===== src/mux_step_pkg.sv =====
// package for the sequencer step eight/nine configuration bank
package mux_step_pkg;
  // register indices as printed; byte address is four times the index
  localparam logic [7:0]  STEP_EIGHT_IDX   = 8'hD8;
  localparam logic [7:0]  STEP_NINE_IDX    = 8'hD9;
  localparam logic [11:0] STEP_EIGHT_ADDR  = 12'h360;
  localparam logic [11:0] STEP_NINE_ADDR   = 12'h364;
  // field positions
  localparam int EN_BIT   = 15;
  localparam int GAIN_HI  = 14;
  localparam int GAIN_LO  = 13;
  localparam int NEG_BIT  = 4;
  localparam int POS_HI   = 3;
  localparam int POS_LO   = 0;
  // reset values
  localparam logic [15:0] STEP_EIGHT_RST   = 16'h0008;
  localparam logic [15:0] STEP_NINE_RST    = 16'h0009;
  // positive input codes of interest
  localparam logic [3:0]  POS_TEMP_SENSOR  = 4'h8;
  localparam logic [3:0]  POS_GROUND_SHORT = 4'h9;
  localparam logic [3:0]  POS_AUTO_FIRST   = 4'h8;
  // analog select outputs for the active step
  typedef struct packed {
    logic       valid;
    logic [2:0] gain;
    logic [3:0] pos_sel;
    logic       neg_ext;
    logic       ext_disc;
  } mux_sel_t;
endpackage


===== src/mux_sequencer_step_config.sv =====
// step eight and nine configuration registers with apb slave and step select
`timescale 1ns/1ps
module mux_sequencer_step_config (
  input  wire logic                 pclk,
  input  wire logic                 presetn,
  input  wire logic                 psel,
  input  wire logic                 penable,
  input  wire logic                 pwrite,
  input  wire logic [11:0]          paddr,
  input  wire logic [31:0]          pwdata,
  input  wire logic [3:0]           pstrb,
  output logic      [31:0]          prdata,
  output logic                      pready,
  output logic                      pslverr,
  input  wire logic                 step_request,
  input  wire logic                 step_select_nine,
  output mux_step_pkg::mux_sel_t    step_sel,
  output logic                      step_eight_enable,
  output logic                      step_nine_enable
);

  // only writable bits are held; reserved bits have no storage
  logic [1:0]  step_eight_gain_code_r;
  logic        step_eight_neg_select_r;
  logic [3:0]  step_eight_pos_select_r;
  logic [1:0]  step_nine_gain_code_r;
  logic        step_nine_neg_select_r;
  logic [3:0]  step_nine_pos_select_r;
  logic [31:0] prdata_nxt;
  mux_step_pkg::mux_sel_t step_sel_nxt;

  // gain code to multiplier, both high codes give four
  function automatic logic [2:0] gain_of(input logic [1:0] code);
    unique case (code)
      2'h0:    gain_of = 3'h1;
      2'h1:    gain_of = 3'h2;
      default: gain_of = 3'h4;
    endcase
  endfunction

  // internal sources own the negative input
  function automatic logic auto_neg(input logic [3:0] pos);
    auto_neg = (pos >= mux_step_pkg::POS_AUTO_FIRST);
  endfunction

  // pack a register image; reserved bits stay zero
  function automatic logic [15:0] pack_step(input logic en, input logic [1:0] g,
                                            input logic n, input logic [3:0] p);
    pack_step = {en, g, 8'h00, n, p};
  endfunction

  // decode
  wire access_ph   = psel & penable;
  wire hit_eight   = (paddr == mux_step_pkg::STEP_EIGHT_ADDR);
  wire hit_nine    = (paddr == mux_step_pkg::STEP_NINE_ADDR);
  wire mapped      = hit_eight | hit_nine;
  wire wr_lo       = access_ph & pwrite & pstrb[0];
  wire wr_hi       = access_ph & pwrite & pstrb[1];
  wire [15:0] img_eight = pack_step(step_eight_enable, step_eight_gain_code_r,
                                    step_eight_neg_select_r, step_eight_pos_select_r);
  wire [15:0] img_nine  = pack_step(step_nine_enable, step_nine_gain_code_r,
                                    step_nine_neg_select_r, step_nine_pos_select_r);

  // read mux; unmapped reads return zero with an error
  always_comb begin
    prdata_nxt = 32'h0000_0000;
    if (hit_eight) begin
      prdata_nxt = {16'h0000, img_eight};
    end else if (hit_nine) begin
      prdata_nxt = {16'h0000, img_nine};
    end
  end

  // zero wait state slave: pready registered high in the access phase
  always_ff @(posedge pclk or negedge presetn) begin
    if (!presetn) begin
      pready  <= 1'b0;
      pslverr <= 1'b0;
      prdata  <= 32'h0000_0000;
    end else begin
      pready  <= psel & ~penable;
      pslverr <= psel & ~penable & ~mapped;
      prdata  <= (psel & ~penable & ~pwrite) ? prdata_nxt : 32'h0000_0000;
    end
  end

  // write takes effect at the edge where pready is seen high
  wire wr_go = pready & access_ph;

  // step eight storage
  always_ff @(posedge pclk or negedge presetn) begin
    if (!presetn) begin
      step_eight_enable       <= mux_step_pkg::STEP_EIGHT_RST[mux_step_pkg::EN_BIT];
      step_eight_gain_code_r  <= mux_step_pkg::STEP_EIGHT_RST[14:13];
      step_eight_neg_select_r <= mux_step_pkg::STEP_EIGHT_RST[4];
      step_eight_pos_select_r <= mux_step_pkg::STEP_EIGHT_RST[3:0];
    end else if (wr_go && hit_eight) begin
      if (wr_lo) begin
        step_eight_neg_select_r <= pwdata[mux_step_pkg::NEG_BIT];
        step_eight_pos_select_r <= pwdata[mux_step_pkg::POS_HI:mux_step_pkg::POS_LO];
      end
      if (wr_hi) begin
        step_eight_enable      <= pwdata[mux_step_pkg::EN_BIT];
        step_eight_gain_code_r <= pwdata[mux_step_pkg::GAIN_HI:mux_step_pkg::GAIN_LO];
      end
    end
  end

  // step nine storage
  always_ff @(posedge pclk or negedge presetn) begin
    if (!presetn) begin
      step_nine_enable       <= mux_step_pkg::STEP_NINE_RST[15];
      step_nine_gain_code_r  <= mux_step_pkg::STEP_NINE_RST[14:13];
      step_nine_neg_select_r <= mux_step_pkg::STEP_NINE_RST[4];
      step_nine_pos_select_r <= mux_step_pkg::STEP_NINE_RST[3:0];
    end else if (wr_go && hit_nine) begin
      if (wr_lo) begin
        step_nine_neg_select_r <= pwdata[mux_step_pkg::NEG_BIT];
        step_nine_pos_select_r <= pwdata[mux_step_pkg::POS_HI:mux_step_pkg::POS_LO];
      end
      if (wr_hi) begin
        step_nine_enable      <= pwdata[mux_step_pkg::EN_BIT];
        step_nine_gain_code_r <= pwdata[mux_step_pkg::GAIN_HI:mux_step_pkg::GAIN_LO];
      end
    end
  end

  // step select: a disabled step yields no valid selection, so the engine skips it
  wire        pick_en  = step_select_nine ? step_nine_enable : step_eight_enable;
  wire [1:0]  pick_g   = step_select_nine ? step_nine_gain_code_r : step_eight_gain_code_r;
  wire        pick_n   = step_select_nine ? step_nine_neg_select_r : step_eight_neg_select_r;
  wire [3:0]  pick_p   = step_select_nine ? step_nine_pos_select_r : step_eight_pos_select_r;

  always_comb begin
    step_sel_nxt.valid    = step_request & pick_en;
    step_sel_nxt.gain     = gain_of(pick_g);
    step_sel_nxt.pos_sel  = pick_p;
    step_sel_nxt.neg_ext  = pick_n & ~auto_neg(pick_p);
    step_sel_nxt.ext_disc = (pick_p == mux_step_pkg::POS_GROUND_SHORT);
  end

  // registered so the analog switches see glitch-free controls
  always_ff @(posedge pclk or negedge presetn) begin
    if (!presetn) begin
      step_sel <= '0;
    end else begin
      step_sel <= step_sel_nxt;
    end
  end

  // checks
  property p_eight_reset_code;
    @(posedge pclk) disable iff (!presetn)
    $rose(presetn) |-> step_eight_pos_select_r == mux_step_pkg::POS_TEMP_SENSOR;
  endproperty
  a_eight_reset_code: assert property (p_eight_reset_code)
    else $error("step eight reset code");

  property p_enable_write;
    @(posedge pclk) disable iff (!presetn)
    (wr_go && hit_eight && wr_hi) |=> step_eight_enable == $past(pwdata[15]);
  endproperty
  a_enable_write: assert property (p_enable_write) else $error("enable not written");

  property p_gain_map;
    @(posedge pclk) disable iff (!presetn)
    step_sel_nxt.gain == ((pick_g == 2'h0) ? 3'h1 : (pick_g == 2'h1) ? 3'h2 : 3'h4);
  endproperty
  a_gain_map: assert property (p_gain_map) else $error("gain map wrong");

  property p_neg_ignored;
    @(posedge pclk) disable iff (!presetn)
    (pick_p[3]) |=> !step_sel.neg_ext;
  endproperty
  a_neg_ignored: assert property (p_neg_ignored) else $error("neg select not ignored");

  property p_neg_follows;
    @(posedge pclk) disable iff (!presetn)
    (!pick_p[3]) |=> step_sel.neg_ext == $past(pick_n);
  endproperty
  a_neg_follows: assert property (p_neg_follows) else $error("neg select lost");

  property p_reserved_zero;
    @(posedge pclk) disable iff (!presetn)
    pready |-> prdata[12:5] == 8'h00 && prdata[31:16] == 16'h0000;
  endproperty
  a_reserved_zero: assert property (p_reserved_zero)
    else $error("reserved bits nonzero");

  property p_skip_disabled;
    @(posedge pclk) disable iff (!presetn)
    (step_request && !pick_en) |=> !step_sel.valid;
  endproperty
  a_skip_disabled: assert property (p_skip_disabled) else $error("disabled step used");

  property p_short_disc;
    @(posedge pclk) disable iff (!presetn)
    (pick_p == 4'h9) |=> step_sel.ext_disc ##0 step_sel.pos_sel == 4'h9;
  endproperty
  a_short_disc: assert property (p_short_disc) else $error("ground short wrong");

  property p_nine_read;
    @(posedge pclk) disable iff (!presetn)
    (psel && !penable && !pwrite && hit_nine) |=> prdata[15:0] == $past(img_nine);
  endproperty
  a_nine_read: assert property (p_nine_read) else $error("step nine read wrong");

  // whole register images right after reset, not only the code field
  property p_eight_reset_image;
    @(posedge pclk) disable iff (!presetn)
    $rose(presetn) |-> img_eight == mux_step_pkg::STEP_EIGHT_RST;
  endproperty
  a_eight_reset_image: assert property (p_eight_reset_image)
    else $error("step eight reset image wrong");

  property p_nine_reset_image;
    @(posedge pclk) disable iff (!presetn)
    $rose(presetn) |-> img_nine == mux_step_pkg::STEP_NINE_RST;
  endproperty
  a_nine_reset_image: assert property (p_nine_reset_image)
    else $error("step nine reset image wrong");

  // field writes land one edge after the accepted access
  property p_nine_enable_write;
    @(posedge pclk) disable iff (!presetn)
    (wr_go && hit_nine && wr_hi) |=> step_nine_enable == $past(pwdata[mux_step_pkg::EN_BIT]);
  endproperty
  a_nine_enable_write: assert property (p_nine_enable_write)
    else $error("step nine enable not written");

  property p_pos_write;
    @(posedge pclk) disable iff (!presetn)
    (wr_go && hit_eight && wr_lo) |=> step_eight_pos_select_r == $past(pwdata[3:0]);
  endproperty
  a_pos_write: assert property (p_pos_write)
    else $error("step eight positive code not written");

  // gain only moves on a write of the upper lane
  property p_gain_hold;
    @(posedge pclk) disable iff (!presetn)
    !(wr_go && wr_hi) |=> $stable(step_eight_gain_code_r) && $stable(step_nine_gain_code_r);
  endproperty
  a_gain_hold: assert property (p_gain_hold)
    else $error("gain code changed without write");

  // registered gain seen by the converter, not just the function result
  property p_gain_double;
    @(posedge pclk) disable iff (!presetn)
    (pick_g == 2'h1) |=> step_sel.gain == 3'h2;
  endproperty
  a_gain_double: assert property (p_gain_double)
    else $error("gain two not applied");

  property p_gain_quad;
    @(posedge pclk) disable iff (!presetn)
    pick_g[1] |=> step_sel.gain == 3'h4;
  endproperty
  a_gain_quad: assert property (p_gain_quad)
    else $error("gain four not applied");

  // external codes pass through and never disconnect the pins
  property p_ext_pos_pass;
    @(posedge pclk) disable iff (!presetn)
    !pick_p[3] |=> step_sel.pos_sel == $past(pick_p) && !step_sel.ext_disc;
  endproperty
  a_ext_pos_pass: assert property (p_ext_pos_pass)
    else $error("external input code lost");

  property p_temp_route;
    @(posedge pclk) disable iff (!presetn)
    (pick_p == mux_step_pkg::POS_TEMP_SENSOR) |=>
      step_sel.pos_sel == mux_step_pkg::POS_TEMP_SENSOR && !step_sel.ext_disc;
  endproperty
  a_temp_route: assert property (p_temp_route)
    else $error("temperature sensor route wrong");

  property p_internal_src;
    @(posedge pclk) disable iff (!presetn)
    (pick_p > 4'h9) |=>
      step_sel.pos_sel == $past(pick_p) && !step_sel.neg_ext && !step_sel.ext_disc;
  endproperty
  a_internal_src: assert property (p_internal_src)
    else $error("internal source selection wrong");

  property p_eight_read;
    @(posedge pclk) disable iff (!presetn)
    (psel && !penable && !pwrite && hit_eight) |=> prdata[15:0] == $past(img_eight);
  endproperty
  a_eight_read: assert property (p_eight_read)
    else $error("step eight read wrong");

  // a write outside the bank must leave both registers alone
  property p_unmapped_quiet;
    @(posedge pclk) disable iff (!presetn)
    (wr_go && !mapped) |=> $stable(img_eight) && $stable(img_nine);
  endproperty
  a_unmapped_quiet: assert property (p_unmapped_quiet)
    else $error("unmapped write changed a register");

  property p_valid_enabled;
    @(posedge pclk) disable iff (!presetn)
    (step_request && pick_en) |=> step_sel.valid;
  endproperty
  a_valid_enabled: assert property (p_valid_enabled)
    else $error("enabled step not applied");

  c_write_eight: cover property (@(posedge pclk) disable iff (!presetn) wr_go && hit_eight);
  c_read_nine: cover property (@(posedge pclk) disable iff (!presetn) pready && hit_nine && !pwrite);
  c_valid_step: cover property (@(posedge pclk) disable iff (!presetn) step_sel.valid);
  c_bad_addr: cover property (@(posedge pclk) disable iff (!presetn) pslverr);
  c_auto_neg: cover property (@(posedge pclk) disable iff (!presetn) step_sel.valid && step_sel.pos_sel[3]);

endmodule // mux_sequencer_step_config


===== config.mk =====
export PLATFORM = sky130hd
export DESIGN_NAME = mux_sequencer_step_config
export DESIGN_NICKNAME = d
export VERILOG_FILES = /design/src/mux_step_pkg.sv /design/src/mux_sequencer_step_config.sv
export SDC_FILE = /design/constraint.sdc
export NUM_CORES = 1
export LEC_CHECK = 0
export ABC_AREA = 0
export BUFFER_PORTS_ARGS = -buffer_cell sky130_fd_sc_hd__buf_2
export CAP_MARGIN = 5
export CELL_PAD_IN_SITES_DETAIL_PLACEMENT = 0
export CELL_PAD_IN_SITES_GLOBAL_PLACEMENT = 1
export CORE_UTILIZATION = 34
export DETAILED_ROUTE_END_ITERATION = 6
export PLACE_DENSITY = 0.86
export SLEW_MARGIN = 5
export SYNTH_ARGS = -nofsm -noshare
export SYNTH_HDL_FRONTEND = slang
export SYNTH_SLANG_ARGS = --single-unit

===== constraint.sdc =====
create_clock -name pclk -period 3.6 [get_ports pclk]
set_input_delay 0.36 -clock pclk [delete_from_list [all_inputs] [get_ports pclk]]
set_output_delay 0.36 -clock pclk [all_outputs]
set_load 0.05 [all_outputs]

# Yosys cells after proc, flatten, opt, wreduce, memory -nomap -nowiden

Index checks and enable logic that the tools add are counted.

Register bits after elaboration: 60
Input port bits: 55
Output and inout bits: 46
Logic and storage cells: 51

Magnitude comparators: 1
Eq/ne operators: 4
Mux-type cells: 8
Bitwise operators: 15
Reduce and logical (&&, ||, !) cells: 7

Operator list:

| operator                                                  | number |
|---|---|
| 2-to-1 mux 16 bit                                         | 2 |
| 2-to-1 mux 32 bit                                         | 1 |
| == test 12 x 10 -> 1 bit (second input constant)          | 2 |
| AND 1 bit                                                 | 10 |
| AND reduction 2 bit                                       | 4 |
| case mux 3 bit (2 select lines)                           | 1 |
| == test 4 bit (second input constant)                     | 1 |
| greater-or-equal comparator 4 bit (second input constant) | 1 |
| 2-to-1 mux 4 bit                                          | 1 |
| NOT 1 bit                                                 | 4 |
| == test 2 x 1 -> 1 bit (second input constant)            | 1 |
| logical AND 1 bit                                         | 2 |
| zero test 2 bit                                           | 1 |
| 2-to-1 mux 1 bit                                          | 2 |
| 2-to-1 mux 2 bit                                          | 1 |
| OR 1 bit                                                  | 1 |

# Logic depth before layout (Yosys ltp)

Gate-level depths: netlist (run 1).

Word-level depth: 4
Gate-level depth with buffers: 4
Depth with buffers taken out: 4

# Worst setup path after synthesis (run 1)

No wires, ideal clock.

Path type: input port to flip-flop
Start: input paddr[11]
End: register step_nine_neg_select_r
Arrival time: 1973 ps
Data required time: 3475 ps
Slack: 1502 ps
Stages: 4
Cells stage by stage: or4b_4 > or4b_4 > nor2_8 > mux2_4

Word-level cells in the longest chain between the ends: 3

Ends and longest elaborated chain:

| item                          | RTL line                         | text |
|---|---|---|
| start: declaration            | mux_sequencer_step_config.sv:9   | `input wire logic [11:0] paddr,` |
| == test 12 x 10 -> 1 bit      | mux_sequencer_step_config.sv:55  | `wire hit_nine = (paddr == mux_step_pkg::STEP_NINE_ADDR);` |
| logical AND 1 bit             | mux_sequencer_step_config.sv:116 | `end else if (wr_go && hit_nine) begin` |
| AND reduction 2 bit (no line) | --                               |  |
| end signal: assignment        | mux_sequencer_step_config.sv:114 | `step_nine_neg_select_r <= mux_step_pkg::STEP_NINE_RST[4];` |
| end signal: assignment        | mux_sequencer_step_config.sv:118 | `step_nine_neg_select_r <= pwdata[mux_step_pkg::NEG_BIT];` |
| end: declaration              | mux_sequencer_step_config.sv:27  | `logic step_nine_neg_select_r;` |

Every way passes these cells.
A chain may end at the register's enable or synchronous reset.

# Final worst setup path (run 1)

Start: input paddr[11]
End: register step_nine_pos_select_r[2]

Word-level cells in the longest chain between the ends: 3

Ends and longest elaborated chain:

| item                          | RTL line                         | text |
|---|---|---|
| == test 12 x 10 -> 1 bit      | mux_sequencer_step_config.sv:55  |  |
| logical AND 1 bit             | mux_sequencer_step_config.sv:116 |  |
| AND reduction 2 bit (no line) | --                               |  |
| end signal: assignment        | mux_sequencer_step_config.sv:115 | `step_nine_pos_select_r <= mux_step_pkg::STEP_NINE_RST[3:0];` |
| end signal: assignment        | mux_sequencer_step_config.sv:119 | `step_nine_pos_select_r <= pwdata[mux_step_pkg::POS_HI:mux_step_pkg::POS_LO];` |
| end: declaration              | mux_sequencer_step_config.sv:28  | `logic [3:0] step_nine_pos_select_r;` |

Every way passes these cells.

==> results of run 1 <==
==> sequential cells by signal, summed over array words and instances, names as in the netlist <==
register                 count
step_nine_pos_select_r       4
step_nine_enable             1
step_eight_neg_select_r      1
prdata                       8
step_nine_neg_select_r       1
pslverr                      1
step_sel                    10
step_nine_gain_code_r        2
step_eight_enable            1
step_eight_gain_code_r       2
step_eight_pos_select_r      4
pready                       1
==> power by group through the flow <==
stage / logic [µW] / registers, µW / clock network (µW)
2_1_floorplan: 84.5 / 418 / 0
3_3_place_gp: 94.8 / 414 / 0
3_5_place_dp: 95.6 / 414 / 0
4_1_cts: 95.7 / 406 / 290
5_1_grt: 102 / 406 / 307
6_report: 95.2 / 406 / 281
==> cells in the final DEF (no fill, tap or decap) <==
cell | synthesis | layout
a22oi_1 | 8 | 8
and4_1 | 1 | 1
buf_2 | 0 | 50
clkbuf_1 | 1 | 2
clkbuf_8 | 0 | 6
conb_1 | 1 | 24
dfrtp_1 | 33 | 33
dfstp_2 | 3 | 3
inv_1 | 2 | 2
mux2_2 | 16 | 16
mux2_4 | 5 | 5
mux2i_1 | 3 | 3
nand2_1 | 3 | 3
nand2b_1 | 1 | 1
nand4b_1 | 1 | 1
nand4bb_1 | 1 | 1
nor2_1 | 12 | 12
nor2_4 | 1 | 1
nor2_8 | 1 | 1
nor2b_1 | 3 | 3
nor3_1 | 2 | 2
nor3_2 | 2 | 2
nor3b_1 | 1 | 1
nor4bb_1 | 1 | 1
or4_1 | 1 | 1
or4b_2 | 1 | 1
or4b_4 | 2 | 2
==> worst reg2reg max path: stages (launching register included) <==
cell	delay [ns]
dfrtp_1	0.36
and4_1	0.22
nand2_1	0.15
nor2_1	0.43
mux2_2	0.40
==> cell type report <==
class,count,area [µm²],area share
timing repair buffer,50,250.2,0.1248
clock buffer,8,90.09,0.04492
sequential,36,904.6,0.4510
inverter,2,7.507,0.003743
tap,67,83.83,0.04180
multi-input combinational,90,669.4,0.3337
==> through the flow <==
| step | hold slack (ns) | util |
|---|---|---|
| 6_report | 0.1573 | 0.4218 |
| 2_1_floorplan | 0.06441 | - |
| 5_1_grt | 0.2324 | 0.4218 |
| 3_3_place_gp | 0.4634 | 0.4029 |
| 4_1_cts | 0.1704 | 0.4218 |
| 3_5_place_dp | 0.4734 | 0.4029 |
==> cell families (layout without fill, tap and decap cells) <==
logic type | after synthesis | count (layout) | synth area share
buf+inv | 28 | 60 | 0.1160
other cells | 1 | 24 | 0.002228
mux | 24 | 24 | 0.1695
compound gates | 8 | 8 | 0.03569
flops | 36 | 36 | 0.5375
simple gates | 34 | 34 | 0.1390
==> path summary, 6_finish.rpt <==
| kind | cells after the start | end | slack (ns) |
|---|---|---|---|
| max in group asynchronous | 1 | step_sel[6] | 2.96 |
| setup / recovery | 5 | step_nine_pos_select_r[2] | 1.63 |
| hold reg to reg | 1 | step_nine_gain_code_r[1] | 0.54 |
| setup reg to reg | 4 | step_eight_pos_select_r[0] | 1.94 |
| min in group pclk | 2 | pready | 0.26 |
| hold / removal | 1 | step_sel[2] | 0.16 |
==> layer usage <==
layer / track usage / up-vias / routed length [µm] / part of all wire
met5: 0 / - / 0 / 0
met4: 0.06536 / 0 / 62 / 0.021
met3: 0.03472 / 5 / 190 / 0.065
met2: 0.1848 / 57 / 1352 / 0.46
met1: 0.1556 / 484 / 1307 / 0.45
li1: - / 512 / - / -
==> impl_metrics.env, run 1 <==
export IMPL_cellLeakagePower_uw=0.001059
export IMPL_yosysTopAreaCell="dfrtp_1"
export IMPL_cell_count_after_synthesis=131
export IMPL_cts_resized=0
export IMPL_worst_setup_path_end_kind="register"
export IMPL_finClkSkew_ns=0.006014
export IMPL_synth_main_ff_cell="dfrtp_1"
export IMPL_maxSlewHeadroom=0.4844
export IMPL_floorplan_initialDensity=0.3539
export IMPL_core_area_mm2=0.004755
export IMPL_startpoint_type="input pin"
export IMPL_grt_use_total=0.1213
export IMPL_aggregate_negative_setup_slack_ns=0
export IMPL_post_synthesis_cell_type_count=27
export IMPL_crit_path_cell_trace="buf_2 -> or4b_4 -> or4b_4 -> nor2_8 -> mux2_4"
export IMPL_pwr_share_comb=0.122
export IMPL_worst_setup_path_type="input pin to register"
export IMPL_via_per_inst=4.182
export IMPL_number_of_buffers_inserted_to_repair_setup_after_cts=0
export IMPL_run_status="finished clean"
export IMPL_num_antenna_cells=0
export IMPL_number_of_antenna_violations_at_the_first_check_in_global_routing=0
export IMPL_detailroute_via_count=1058
export IMPL_slew_viol_final=0
export IMPL_final_nets=240
export IMPL_pwr_per_cell_area_mw_per_mm2=390.2
export IMPL_globalRoute_totalOverflow=0
export IMPL_placedCellCount=245
export IMPL_max_fclk_mhz=508.2
export IMPL_seqPwrFrac=0.519
export IMPL_ys_async_sr_fraction=1.000
export IMPL_die_width_um=72.36
export IMPL_grt_pass1_wl_um=4526
export IMPL_syn2layout_area_growth_pct=19.18
export IMPL_final_layout_size_suffix_gt1_frac=0.4677
export IMPL_buffer_and_inverter_count_on_the_worst_path=1
export IMPL_p_int_uw=578.4
export IMPL_synth_cell_area_mm2=0.001683
export IMPL_hold_viol=0
export IMPL_dp_hpwl_um=2127
export IMPL_critical_path_slowest_cell="or4b_4"
export IMPL_netSwitchingPower_uw=204.3
export IMPL_instance_area_at_placement_mm2=0.001916
export IMPL_remaining_drc_errors=0
export IMPL_gp_congestion=0.7001
export IMPL_proportion_of_total_power_due_to_net_switching=0.2610
export IMPL_insertion_delay_ns=0.28
export IMPL_critical_path_source="paddr[11]"
export IMPL_drt_pass1_iterations=5
export IMPL_cts_sink_count=36
export IMPL_drt_total_wl_um=2911
export IMPL_synth_warnings=0
export IMPL_worst_ir_drop_vdd_uv=112.8
export IMPL_clk_pin_slew_worst_paths_ns=0.06
export IMPL_tritoncts_num_buffers=5
export IMPL_top_level_i_o_count=101
export IMPL_pin_count_of_the_biggest_net_entering_global_routing=37
export IMPL_grt_pass1_vias=909
export IMPL_num_rows=25
export IMPL_rsz0062_at_grt="no"
export IMPL_die_area_mm2=0.005235
export IMPL_crit_path_max_incr_delay_ns=0.59
export IMPL_cp_delay_by_family_top="simple AND/OR/NAND/NOR gates"
export IMPL_cts_buffer_depth=2
export IMPL_ant_nets=0
export IMPL_ys_seq_area_frac=0.5375
export IMPL_synth_avg_cell_area_um2=12.85
export IMPL_yosys_register_bits=36
export IMPL_ctsRootBufferMaster="clkbuf_8"
export IMPL_fin_total_pwr_uw=782.7
export IMPL_finalSetupViolCount=0
export IMPL_min_period_ns=1.968
export IMPL_crit_top_cell="or4b_4"
export IMPL_worstHoldPathType="input pin to async pin"
export IMPL_most_frequent_cells_after_synthesis="dfrtp_1 (33), buf_4 (24), mux2_2 (16)"
export IMPL_preCtsSetupSlack_ns=1.329
export IMPL_cts_max_level=2
export IMPL_power_clock_fraction=0.359
export IMPL_fill_cells=479
export IMPL_worstPathArrival_ns=2.13
export IMPL_yosys_area_top_type_share=0.4907
export IMPL_worst_ep_required_time_ns=3.76
export IMPL_die_height_um=72.36
export IMPL_detail_route_iter0_violations=52
export IMPL_portBuffers=50
export IMPL_reg2reg_launch_point="pready"
export IMPL_final_period_utilization=0.5466
export IMPL_final_instance_count_excl_fill=253
export IMPL_postCtsHoldBufs=0
export IMPL_tritoncts="done"
export IMPL_timing_critical_path_fanout_max=5
export IMPL_timing_worst_slew_pin_value_ns=0.7734
export IMPL_finalWorstSetupSlack_ns=1.632
export IMPL_synth_edff_count=0
export IMPL_routedWlPerCell_um=11.51
export IMPL_maxCapViolCount=0
export IMPL_synth_area_leaders="dfrtp_1 (49%), buf_4 (11%), mux2_2 (11%)"
export IMPL_most_repeated_cell_in_the_gate_level_netlist_after_synthesis="dfrtp_1"
export IMPL_final_cell_area_mm2=0.002006
(Power assumes the default switching activity.)
==> inputs of run 2 (changes only) <==
- CORE_UTILIZATION: 34 -> 32
- PLACE_DENSITY: 0.86 -> 0.82
- clock period: 3.6 -> 2 ns (I/O delays scaled with it)
==> impl_metrics.env, run 2 (synthesis results as in run 1) <==
export IMPL_run_status="finished with violations"
export IMPL_failed_checks="hold timing"
export IMPL_gp_congestion=0.7084
export IMPL_insertion_delay_ns=0.28
export IMPL_routedWlPerCell_um=11.38
export IMPL_worst_setup_path_type="input pin to register"
export IMPL_die_height_um=74.52
export IMPL_syn2layout_area_growth_pct=23.79
export IMPL_finClkSkew_ns=0.007516
export IMPL_grt_pass1_vias=1002
export IMPL_startpoint_type="input pin"
export IMPL_placedCellCount=253
export IMPL_worst_ir_drop_vdd_uv=397.2
export IMPL_reg2reg_setup_slack_ns=0.58
export IMPL_tritoncts="done"
export IMPL_number_of_antenna_violations_at_the_first_check_in_global_routing=0
export IMPL_crit_path_cell_trace="buf_2 -> or4b_4 -> or4b_4 -> nor2_8 -> mux2_4"
export IMPL_remaining_drc_errors=0
export IMPL_cts_resized=0
export IMPL_tritoncts_num_buffers=5
export IMPL_timing_worst_slew_pin_value_ns=0.7726
export IMPL_ant_nets=0
export IMPL_pwr_per_cell_area_mw_per_mm2=761.6
export IMPL_cellLeakagePower_uw=0.001104
export IMPL_layout_top_registers="step_sel x10, prdata x8"
export IMPL_reg2reg_launch_point="pready"
export IMPL_critical_path_slowest_cell="or4b_4"
export IMPL_r2r_cells=5
export IMPL_reg_to_reg_critical_path_endpoint="step_eight_pos_select_r[0]"
export IMPL_most_common_cell_after_layout_fill_and_taps_aside="buf_2"
export IMPL_timing_critical_path_fanout_max=5
export IMPL_hold_viol=21
export IMPL_drt_pass1_iterations=4
export IMPL_die_area_mm2=0.005553
export IMPL_final_layout_size_suffix_gt1_frac=0.4921
export IMPL_final_hold_worst_slack_ns=-0.009424
export IMPL_worst_setup_path_end_kind="register"
export IMPL_globalRoute_totalOverflow=0
export IMPL_worstPathArrival_ns=1.94
export IMPL_cts_sink_count=36
export IMPL_pin_count_of_the_biggest_net_entering_global_routing=37
export IMPL_final_nets=245
export IMPL_top_level_i_o_count=101
export IMPL_grt_pass1_wl_um=4498
export IMPL_number_of_buffers_inserted_to_repair_setup_after_cts=0
export IMPL_core_area_mm2=0.005075
export IMPL_maxSlewHeadroom=0.4850
export IMPL_largest_reg_flops=10
export IMPL_floorplan_initialDensity=0.3316
export IMPL_cts_buffer_depth=2
export IMPL_final_period_utilization=0.8891
export IMPL_maxCapViolCount=0
export IMPL_die_width_um=74.52
export IMPL_max_flop_register="step_sel"
export IMPL_via_per_inst=4.142
export IMPL_final_instance_count_excl_fill=261
export IMPL_final_util=0.4105
export IMPL_crit_path_max_incr_delay_ns=0.59
export IMPL_grt_use_total=0.1124
export IMPL_critical_path_source="paddr[11]"
export IMPL_ctsRootBufferMaster="clkbuf_8"
export IMPL_worstHoldPathType="input pin to async pin"
export IMPL_min_period_ns=1.778
export IMPL_rsz0062_at_grt="no"
export IMPL_crit_top_cell="or4b_4"
export IMPL_layout_cells_most_common_list="buf_2 (50), dfrtp_1 (33), conb_1 (24)"
export IMPL_detailroute_via_count=1081
export IMPL_clk_pin_slew_worst_paths_ns=0.07
export IMPL_num_antenna_cells=0
export IMPL_postCtsHoldBufs=0
export IMPL_cts_max_level=2
export IMPL_slew_viol_final=0
export IMPL_max_fclk_mhz=562.4
export IMPL_dp_hpwl_um=2263
export IMPL_portBuffers=50
export IMPL_finalSetupViolCount=0
export IMPL_setup_worst_path_end="step_nine_neg_select_r"
export IMPL_worst_ep_required_time_ns=2.17
export IMPL_drt_total_wl_um=2969
export IMPL_num_rows=26
export IMPL_detail_route_iter0_violations=24
-- run 2: changes by cell type in the layout (fill, tap and decap cells not counted), sizes merged --
cell	before	now
buf	50	55
bufinv	0	1
clkbuf	8	7
-- run 2: worst max-delay path, delay by kind of cell --
family	cells	cell delay (ns)
multiplexers	1	0.31
AND/OR/NAND/NOR	3	1.33
buffers and inverters	1	0.10
-- run 2: worst min path at each step --
stage	startpoint	end	slack [ns]	cells past startpoint
CTS	presetn	step_eight_neg_select_r	0.006	1
detailed placement	presetn	prdata[4]	0.31	1
floorplan	presetn	prdata[0]	-0.1	0
global placement	presetn	prdata[4]	0.31	1
global route	presetn	step_nine_enable	0.05	1
finish	presetn	pready	-0.009	1
-- run 2: metrics by stage --
step                      power [µW]  setup TNS [ns]  setup slack, ns  cell area, µm²  hold WS (ns)
after global placement         917.7         -0.5104         -0.07826            1957        0.3078
after CTS                       1602               0           0.2138            2083      0.006499
final                           1587               0           0.2219            2083     -0.009424
after floorplan                904.5               0          0.06235            1769      -0.09559
after detailed placement       918.6         -0.5520         -0.08199            1957        0.3146
after global routing            1636               0           0.2060            2083       0.04667
-- run 2: where the power goes --
part / leakage [µW] / internal, µW / switching (µW) / total, µW
sequential: 0.000485 / 730 / 0.645 / 731
combinational: 0.000555 / 30.8 / 142 / 173
clock: 0.0000645 / 440 / 243 / 682
-- run 2: metal layers --
| metal | part of all wire | vias to the layer above | GRT usage | routed length [µm] |
|---|---|---|---|---|
| met5 | 0 | - | 0 | 0 |
| met2 | 0.51 | 46 | 0.2012 | 1504 |
| met1 | 0.40 | 503 | 0.1166 | 1174 |
| met4 | 0.016 | 0 | 0.06289 | 48 |
| li1 | - | 525 | - | - |
| met3 | 0.081 | 7 | 0.03388 | 241 |
-- run 2: area by class of cell --
cell class                      instances  area (µm²)
Inverter                                2       7.507
Timing Repair Buffer                   55       287.8
Clock inverter                          1       30.03
Fill cell                             493        2992
Multi-Input combinational cell         90       669.4
Tap cell                               70       87.58
Clock buffer                            7       96.34
Sequential cell                        36       904.6
